### config.mk
export PLATFORM = sky130hd
export DESIGN_NAME = gpcfg_top
export DESIGN_NICKNAME = d
export VERILOG_FILES = /design/src/common/gpcfg_pkg.sv /design/src/gpcfg_top.sv /design/src/gpcfg_delay.sv
export SDC_FILE = /design/constraint.sdc
export NUM_CORES = 1
export LEC_CHECK = 0
export BUFFER_PORTS_ARGS = -buffer_cell sky130_fd_sc_hd__buf_2
export CAP_MARGIN = 20
export CORE_MARGIN = 8
export CORE_UTILIZATION = 52
export DETAILED_ROUTE_END_ITERATION = 6
export PLACE_DENSITY = 0.89
export SLEW_MARGIN = 20
export SYNTH_ARGS = -nofsm -noshare
export SYNTH_HDL_FRONTEND = slang
export SYNTH_SLANG_ARGS = --single-unit
### constraint.sdc
create_clock -name i_ref_clk -period 2.18 [get_ports i_ref_clk]
set_input_delay 0.109 -clock i_ref_clk [delete_from_list [all_inputs] [get_ports i_ref_clk]]
set_output_delay 0.109 -clock i_ref_clk [all_outputs]
set_load 0.05 [all_outputs]
### src/common/gpcfg_pkg.sv
// Package of register map, reset values and pad carrier types for the pad configuration block
package gpcfg_pkg;
  localparam int GPCFG_NPINS = 8;
  localparam int GPCFG_AW = 12;
  localparam logic [11:0] GPCFG_DIR_OFF = 12'h400;
  localparam logic [11:0] GPCFG_WEAK_OFF = 12'h500;
  localparam logic [11:0] GPCFG_MED_OFF = 12'h504;
  localparam logic [11:0] GPCFG_STRONG_OFF = 12'h508;
  localparam logic [11:0] GPCFG_OD_OFF = 12'h50c;
  localparam logic [11:0] GPCFG_PU_OFF = 12'h510;
  localparam logic [11:0] GPCFG_PD_OFF = 12'h514;
  localparam logic [11:0] GPCFG_DIN_OFF = 12'h51c;
  localparam logic [7:0] GPCFG_DIR_RST = 8'h00;
  localparam logic [7:0] GPCFG_WEAK_RST = 8'hff;
  localparam logic [7:0] GPCFG_MED_RST = 8'h00;
  localparam logic [7:0] GPCFG_STRONG_RST = 8'h00;
  localparam logic [7:0] GPCFG_OD_RST = 8'h00;
  localparam logic [7:0] GPCFG_PU_RST = 8'hff;
  localparam logic [7:0] GPCFG_PD_RST = 8'h00;
  localparam logic [7:0] GPCFG_DIN_RST = 8'hff;
  localparam int GPCFG_FIELD_LSB = 0;
  localparam int GPCFG_FIELD_W = 8;
  localparam int GPCFG_APPLY_STAGES = 2;

  typedef struct packed {
    logic [7:0] weak_drive_bits;
    logic [7:0] medium_drive_bits;
    logic [7:0] strong_drive_bits;
    logic [7:0] open_drain_bits;
    logic [7:0] pull_up_bits;
    logic [7:0] pull_down_bits;
    logic [7:0] od_input_bits;
    logic [7:0] od_output_bits;
  } gpcfg_pad_t;
endpackage

### src/gpcfg_top.sv
// Pad configuration registers for one 8-pin general-purpose port
//
// Our own choice: the plain strobed port.

module gpcfg_top
  import gpcfg_pkg::*;
#(
  parameter int NPINS = GPCFG_NPINS
) (
  input wire logic i_ref_clk,
  input wire logic i_srst,
  input wire logic [11:0] i_addr,
  input wire logic [31:0] i_wdata,
  input wire logic i_wr,
  input wire logic i_rd,
  output logic [31:0] o_rdata,
  output gpcfg_pad_t o_pad
);
  logic [7:0] weak_r;
  logic [7:0] med_r;
  logic [7:0] strong_r;
  logic [7:0] od_r;
  logic [7:0] pu_r;
  logic [7:0] pd_r;
  logic [7:0] dir_r;
  logic [7:0] din_r;
  logic [7:0] wbits;
  gpcfg_pad_t pad_nxt;
  gpcfg_pad_t pad_rst;
  gpcfg_pad_t pad_q;
  logic [31:0] rdata_nxt;

  // Only the low field is taken; upper bits are dropped
  assign wbits = i_wdata[GPCFG_FIELD_LSB +: GPCFG_FIELD_W];

  // Drive strength selects, kept mutually exclusive per pin
  always_ff @(posedge i_ref_clk) begin
    if (i_srst) begin
      weak_r <= GPCFG_WEAK_RST;
      med_r <= GPCFG_MED_RST;
      strong_r <= GPCFG_STRONG_RST;
    end else if (i_wr) begin
      unique case (i_addr)
        GPCFG_WEAK_OFF: begin
          weak_r <= wbits;
          med_r <= med_r & ~wbits;
          strong_r <= strong_r & ~wbits;
        end
        GPCFG_MED_OFF: begin
          med_r <= wbits;
          weak_r <= weak_r & ~wbits;
          strong_r <= strong_r & ~wbits;
        end
        GPCFG_STRONG_OFF: begin
          strong_r <= wbits;
          weak_r <= weak_r & ~wbits;
          med_r <= med_r & ~wbits;
        end
        default: begin
        end
      endcase
    end
  end

  // Open-drain select
  always_ff @(posedge i_ref_clk) begin
    if (i_srst) begin
      od_r <= GPCFG_OD_RST;
    end else if (i_wr && i_addr == GPCFG_OD_OFF) begin
      od_r <= wbits;
    end
  end

  // Pull-up and pull-down, never both active
  always_ff @(posedge i_ref_clk) begin
    if (i_srst) begin
      pu_r <= GPCFG_PU_RST;
      pd_r <= GPCFG_PD_RST;
    end else if (i_wr && i_addr == GPCFG_PU_OFF) begin
      pu_r <= wbits;
      pd_r <= pd_r & ~wbits;
    end else if (i_wr && i_addr == GPCFG_PD_OFF) begin
      pd_r <= wbits;
      pu_r <= pu_r & ~wbits;
    end
  end

  // Direction and digital input enable
  always_ff @(posedge i_ref_clk) begin
    if (i_srst) begin
      dir_r <= GPCFG_DIR_RST;
      din_r <= GPCFG_DIN_RST;
    end else if (i_wr && i_addr == GPCFG_DIR_OFF) begin
      dir_r <= wbits;
    end else if (i_wr && i_addr == GPCFG_DIN_OFF) begin
      din_r <= wbits;
    end
  end

  // Pad settings assembled from the registers
  always_comb begin
    pad_nxt.weak_drive_bits = weak_r;
    pad_nxt.medium_drive_bits = med_r;
    pad_nxt.strong_drive_bits = strong_r;
    pad_nxt.open_drain_bits = od_r;
    pad_nxt.pull_up_bits = pu_r;
    pad_nxt.pull_down_bits = pd_r;
    pad_nxt.od_input_bits = od_r & ~dir_r;
    pad_nxt.od_output_bits = od_r & dir_r;
  end

  always_comb begin
    pad_rst.weak_drive_bits = GPCFG_WEAK_RST;
    pad_rst.medium_drive_bits = GPCFG_MED_RST;
    pad_rst.strong_drive_bits = GPCFG_STRONG_RST;
    pad_rst.open_drain_bits = GPCFG_OD_RST;
    pad_rst.pull_up_bits = GPCFG_PU_RST;
    pad_rst.pull_down_bits = GPCFG_PD_RST;
    pad_rst.od_input_bits = GPCFG_OD_RST;
    pad_rst.od_output_bits = GPCFG_OD_RST;
  end

  // Register stage plus one pipeline stage gives the second-clock update
  gpcfg_delay #(
    .STAGES(GPCFG_APPLY_STAGES - 1)
  ) u_delay (
    .i_ref_clk(i_ref_clk),
    .i_srst(i_srst),
    .i_rst_val(pad_rst),
    .i_d(pad_nxt),
    .o_q(pad_q)
  );

  assign o_pad = pad_q;

  // Read mux, reserved bits zero
  always_comb begin
    rdata_nxt = 32'h0000_0000;
    unique case (i_addr)
      GPCFG_DIR_OFF: rdata_nxt[7:0] = dir_r;
      GPCFG_WEAK_OFF: rdata_nxt[7:0] = weak_r;
      GPCFG_MED_OFF: rdata_nxt[7:0] = med_r;
      GPCFG_STRONG_OFF: rdata_nxt[7:0] = strong_r;
      GPCFG_OD_OFF: rdata_nxt[7:0] = od_r;
      GPCFG_PU_OFF: rdata_nxt[7:0] = pu_r;
      GPCFG_PD_OFF: rdata_nxt[7:0] = pd_r;
      GPCFG_DIN_OFF: rdata_nxt[7:0] = din_r;
      default: rdata_nxt = 32'h0000_0000;
    endcase
  end

  always_ff @(posedge i_ref_clk) begin
    if (i_srst) begin
      o_rdata <= 32'h0000_0000;
    end else if (i_rd) begin
      o_rdata <= rdata_nxt;
    end else begin
      o_rdata <= 32'h0000_0000;
    end
  end
endmodule // gpcfg_top

### src/gpcfg_delay.sv
// Pipeline that holds pad settings back by a fixed number of clocks
module gpcfg_delay
  import gpcfg_pkg::*;
#(
  parameter int STAGES = GPCFG_APPLY_STAGES
) (
  input wire logic i_ref_clk,
  input wire logic i_srst,
  input wire gpcfg_pad_t i_rst_val,
  input wire gpcfg_pad_t i_d,
  output gpcfg_pad_t o_q
);
  gpcfg_pad_t stage_r [STAGES];

  genvar g;
  generate
    for (g = 0; g < STAGES; g++) begin : g_stage
      always_ff @(posedge i_ref_clk) begin
        if (i_srst) begin
          stage_r[g] <= i_rst_val;
        end else if (g == 0) begin
          stage_r[g] <= i_d;
        end else begin
          stage_r[g] <= stage_r[(g == 0) ? 0 : g - 1];
        end
      end
    end
  endgenerate

  assign o_q = stage_r[STAGES-1];
endmodule // gpcfg_delay

=== Word level (Yosys, flattened, before mapping) ===
Memories as Yosys holds them, arrays and structs flattened.
Cells that the tools add are included.

* Flip-flop bits (word level): 96
* Latch bits: 0
* Memory bits (writable): 64
* Memory bits (read-only): 0
* Bits of input ports: 48
* Memories: 1

* Add/subtract/negate cells: 0
* $mul: 0
* Div/mod/pow operators: 0
* Order comparisons: 0
* Eq/ne operators: 8
* Shift-type cells: 0
* Muxes and demuxes: 13
* Bitwise gates (word level): 11
* Reduce and logical (&&, ||, !) cells: 18

{| class="wikitable"
|+ Memory list
! memory !! words !! bits a word !! read ports !! clocked after memory_dff !! write ports !! line !! source
|-
| u_delay.stage_r || 1 || 64 || 1 || 0 || 1 || gpcfg_delay.sv:13 || <nowiki>gpcfg_pad_t stage_r [STAGES];</nowiki>
|}

{| class="wikitable"
|+ Operator list
! operator !! count
|-
| == test 12 x 11 -> 1 bit, second input constant || 8
|-
| two-way mux 64 bit || 1
|-
| one-hot mux 8 bit (8 select lines) || 1
|-
| OR reduction 64 bit || 1
|-
| bitwise AND 8 bit || 7
|-
| one-hot mux 8 bit (2 select lines) || 3
|-
| two-way mux 8 bit || 4
|-
| NOT 8 bit || 2
|-
| AND reduction 2 bit || 4
|-
| nonzero test 2 bit || 4
|-
| OR reduction 2 bit || 4
|-
| logical AND 1 bit || 5
|-
| two-way mux 1 bit || 4
|-
| NOT 1 bit || 2
|}

=== Depth between registers and ports, before layout ===
* Word-level depth: 4
* Gate-level depth with buffers: 6
* Depth with buffers taken out: 4

=== Cells and area by module ===
From an unflattened synthesis, not the netlist that was laid out.

* Cells, all modules: 577
* Area total of the unflattened synthesis: 6,072.1 µm²

{| class="wikitable"
|+ Modules (own cells, without submodules)
! module !! times used !! cells an instance !! area an instance (µm²)
|-
| gpcfg_top || 1 || 442 || 3,713.6
|-
| gpcfg_delay || 1 || 135 || 2,358.5
|}

=== Least setup slack after synthesis ===
No wires, ideal clock.

* Kind: input to register
* Start point: input i_addr[9]
* End point: register weak_r[2]
* Data arrival time: 1.767 ns
* Path slack: 0.291 ns
* Stages on the path: 6
* Path buffers: 2
* Cell sequence: or4bb_1 buf_2 nor4_2 clkbuf_1 o21ai_0 a221o_1

* Longest elaborated chain between the ends: 4

{| class="wikitable"
|+ RTL lines
! element !! line !! source
|-
| start: declaration || gpcfg_top.sv:12 || <nowiki>input wire logic [11:0] i_addr,</nowiki>
|-
| == test 12 x 11 -> 1 bit || gpcfg_top.sv:43 || <nowiki>unique case (i_addr)</nowiki>
|-
| OR reduction 2 bit (no source line) || -- ||
|-
| nonzero test 2 bit (no source line) || -- ||
|-
| AND reduction 2 bit (no source line) || -- ||
|-
| end signal: assignment || gpcfg_top.sv:45 || <nowiki>weak_r <= wbits;</nowiki>
|-
| end signal: assignment || gpcfg_top.sv:51 || <nowiki>weak_r <= weak_r & ~wbits;</nowiki>
|-
| end signal: assignment || gpcfg_top.sv:56 || <nowiki>weak_r <= weak_r & ~wbits;</nowiki>
|-
| end: declaration || gpcfg_top.sv:19 || <nowiki>logic [7:0] weak_r;</nowiki>
|}

Parallel ways exist; a longest one is shown, timed or not.
A chain may end at the register's enable or synchronous reset.

=== Final worst setup path ===
* Start point: input i_addr[9]
* End point: register strong_r[1]

* Longest elaborated chain between the ends: 4

{| class="wikitable"
|+ RTL lines
! element !! line !! source
|-
| == test 12 x 11 -> 1 bit || gpcfg_top.sv:43 ||
|-
| OR reduction 2 bit (no source line) || -- ||
|-
| nonzero test 2 bit (no source line) || -- ||
|-
| AND reduction 2 bit (no source line) || -- ||
|-
| end signal: assignment || gpcfg_top.sv:47 || <nowiki>strong_r <= strong_r & ~wbits;</nowiki>
|-
| end signal: assignment || gpcfg_top.sv:52 || <nowiki>strong_r <= strong_r & ~wbits;</nowiki>
|-
| end signal: assignment || gpcfg_top.sv:55 || <nowiki>strong_r <= wbits;</nowiki>
|-
| end: declaration || gpcfg_top.sv:21 || <nowiki>logic [7:0] strong_r;</nowiki>
|}

Parallel ways exist; a longest one is shown, timed or not.

==> run_results.csv <==
group,metric,value,unit
worst_setup_path,worstPathRequired,2.64,ns
cts,cts_sinks,136,
yosys,syn-mean-instance-area,10.12,µm²
yosys,ys_top_cells_by_count,"dfxtp_1 (136), nor2b_1 (42), clkbuf_1 (34)",
yosys,synth.yosys.warnings,0,
cts,clkTransAtPathRegs,0.06,ns
cts,cts_buffer_count,17,
floorplan,design.core.area,9729,µm²
global_route,grt_first_pass_wirelength,22.94,mm
drt,drt-pass1-iter-count,6,
global_route,grt_overflow,0,
power_and_ir_drop,p_sw_frac,0.2043,
sta,rsz0062_at_grt,"no",
worst_setup_path,critPathLaunchType,"input pin",
yosys,synth-main-ff-cell,"dfxtp_1",
sta,tns,0,ns
finish,insertedDiodeCount,0,
hold_path,timing.hold.worst_path_depth,2,
yosys,asyncSetResetFlopFracSynth,0,
worst_setup_path,ff2ff_path_depth,3,
power_and_ir_drop,internal_power,4847,µW
cts,cts_root_buf,"clkbuf_8",
power_and_ir_drop,total_leakage_power,0.002778,µW
global_route,grt_start_max_net_pins,57,
placement,portbufs,95,
sta,setup_ws,0.5858,ns
cts,worst_skew_pair.late_latency,0.52,ns
sta,period_share,0.7313,
yosys,synth.top_cells.by_area,"dfxtp_1 (52%), nor2b_1 (5.0%), mux2i_1 (4.4%)",
yosys,synth-edff-count,0,
power_and_ir_drop,p_switching,1244,µW
global_route,grt_use_total,0.2225,
cts,cts_post_setup_buffers_inserted,0,
drt,drc,0,
drt,antenna_left,0,
yosys,yosysUniqueCellTypes,53,
finish,area_delta_synth_final,26.26,%
floorplan,ioPinCount,144,
placement,number_of_instances_in_the_placed_design,725,
worst_setup_path,worstPathArrival,2.06,ns
sta,finalHoldViolCount,0,
sta,final.min_clock_period,1.594,ns
cts,buffer_levels_on_the_longest_clock_path,2,
power_and_ir_drop,combPwrFrac,0.047,
sta,setup_viol_count_final,0,
floorplan,rows,36,
yosys,post_synth_inst_count,514,
sta,fmaxAchievable,627.3,MHz
power_and_ir_drop,seq_power_share,0.408,
flow_run,drv.max_cap_violation_count,0,
finish,final_layout_size_suffix_gt1_frac,0.2896,
yosys,synth_top_area_share,0.5232,
global_route,first_global_vias,4428,
sta,slew_viol_final,0,
placement,dp.final_hpwl,10.35,mm
floorplan,die_height,116.0,µm
hold_path,timing.hold.worst.class,"input pin to flop",
finish,nNetsFinal,667,
floorplan,fp.dieArea,13460,µm²
drt,total_vias_in_the_final_route,4317,
yosys,sequential_cell_area_fraction_in_the_yosys_report,0.5232,
finish,fillers,745,
drt,wirelength,14.61,mm
yosys,ys_ff_latch,136,
cts,h-tree-depth,4,
power_and_ir_drop,ir_drop,0.4972,mV
placement,globalplace.congestion,0.9377,
drt,drt-initial-drc-count,342,
sta,maximum_clock_skew_at_final_layout,0.01355,ns
yosys,synthesis.area,5204,µm²
floorplan,initial_utilization,0.5349,
sta,slew_headroom,0.5949,
yosys,most_used_standard_cell_by_instance_count_after_synthesis,"dfxtp_1",
global_route,antenna_violations_before_repair,0,
worst_setup_path,cp-end-kind,"flop",
floorplan,dieWidth,116.0,µm
drt,vias_per_cell,5.643,
cts,cts_tree,"done",
sta,max_slew.worst_pin.slew,0.6036,ns
power_and_ir_drop,power.density_cell_area,927.1,nW/µm²
worst_setup_path,criticalPathCategory,"input pin to flop",
yosys,area_leader_netlist,"dfxtp_1",
drt,wire_per_inst,19.09,µm
outcome,outcome,"complete, no violations",
finish,layoutNonFillerInstCount,765,
power_and_ir_drop,power_frac_clock,0.544,
worst_setup_path,path_max_fanout,8,
placement,dpl_worst_slack,0.06434,ns
-- registers in the layout, indices dropped and copies added, names as in the netlist --
register	flops
pd_r	8
din_r	8
pu_r	8
strong_r	8
u_delay.stage_r	64
dir_r	8
o_rdata	8
od_r	8
med_r	8
weak_r	8
-- worst paths after layout --
kind                            startpoint                      to  slack, ns
worst max-delay path             i_addr[9]             strong_r[1]       0.59
worst min-delay path                i_srst  u_delay.stage_r[0][49]       0.04
worst max register to register     od_r[2]              o_rdata[2]       0.72
worst min register to register    din_r[0]                din_r[0]       0.46
-- critical path, cell delays in order --
cell and delay, ns:
buf_2 0.11, or4bb_1 0.67, or4_1 0.48, and4bb_1 0.48
a22o_1 0.20
-- timing repair --
item                                   in CTS  in global routing
resized for setup                           0                  0
endpoints found under the hold margin       9                  0
hold buffers                                8                  0
-- layout make-up --
class	count	area [µm²]	area share
well taps	133	166.4	0.02533
multi-input cells	327	2192	0.3337
clock inverters	12	244.0	0.03714
inverters	9	33.78	0.005142
repair buffers	128	755.7	0.1150
flip-flops and latches	136	2723	0.4144
clock buffers	20	455.4	0.06932
-- placed cells by master, fill, tap and decap left out, types with 3 or more instances in the layout --
cell	synthesis	final
o2bb2ai_1	4	4
nor2b_1	42	42
mux2i_1	23	23
a221o_1	8	8
bufinv_16	0	7
a32oi_1	3	3
clkbuf_8	0	4
a21oi_1	17	17
a22o_1	19	19
or2_2	17	17
a22oi_1	6	6
dlygate4sd3_1	0	8
nor2_1	18	18
and2_1	9	9
conb_1	1	24
nand2_1	18	18
nor4b_1	3	3
a222oi_1	5	5
nor3_1	10	10
o21ai_1	4	4
dfxtp_1	136	136
nor4_1	3	3
or4b_2	3	3
a211o_1	9	9
o21ai_0	21	21
buf_2	3	95
and3_1	11	11
buf_4	25	24
clkbuf_16	0	16
inv_1	9	9
nand3_1	12	12
nand4_1	3	3
mux2_2	4	4
a311o_1	7	7
-- cell families (layout without fill, tap and decap cells) --
kind of cell           Yosys count  after routing  share of synthesized area
AO/OA/AOI/OAI                  110            110                     0.1570
XOR/XNOR                         1              1                   0.001683
buffers and inverters           74            169                    0.07213
flip-flops                     136            136                     0.5232
multiplexers                    28             28                    0.05722
other                            1             24                  0.0007206
AND/OR/NAND/NOR                164            164                     0.1880
-- through the flow --
| step | power (µW) | utilization | cell area (µm²) | hold WS [ns] |
|---|---|---|---|---|
| after floorplan | 2768 | - | 5290 | 0.3494 |
| after global placement | 2805 | 0.5952 | 5791 | 0.4418 |
| after detailed placement | 2810 | 0.5952 | 5791 | 0.4513 |
| after CTS | 6119 | 0.6753 | 6570 | 0.01684 |
| after global routing | 6257 | 0.6753 | 6570 | 0.02783 |
| final | 6091 | 0.6753 | 6570 | 0.04051 |
-- metal layers --
| metal | routed length (µm) | global-route usage |
|---|---|---|
| met1 | 6221 | 0.2781 |
| met2 | 6498 | 0.3364 |
| met3 | 1364 | 0.06253 |
| met4 | 522 | 0.1288 |
| met5 | 0 | 0 |
-- power groups by stage --
| stage | clock (µW) | combinational [µW] | sequential [µW] |
|---|---|---|---|
| 5_1_grt | 3470 | 305 | 2490 |
| 4_1_cts | 3350 | 282 | 2490 |
| 3_5_place_dp | 0 | 269 | 2540 |
| 2_1_floorplan | 0 | 227 | 2540 |
| 6_report | 3320 | 289 | 2490 |
| 3_3_place_gp | 0 | 264 | 2540 |
No activity file was read; power rests on OpenSTA's default activity.
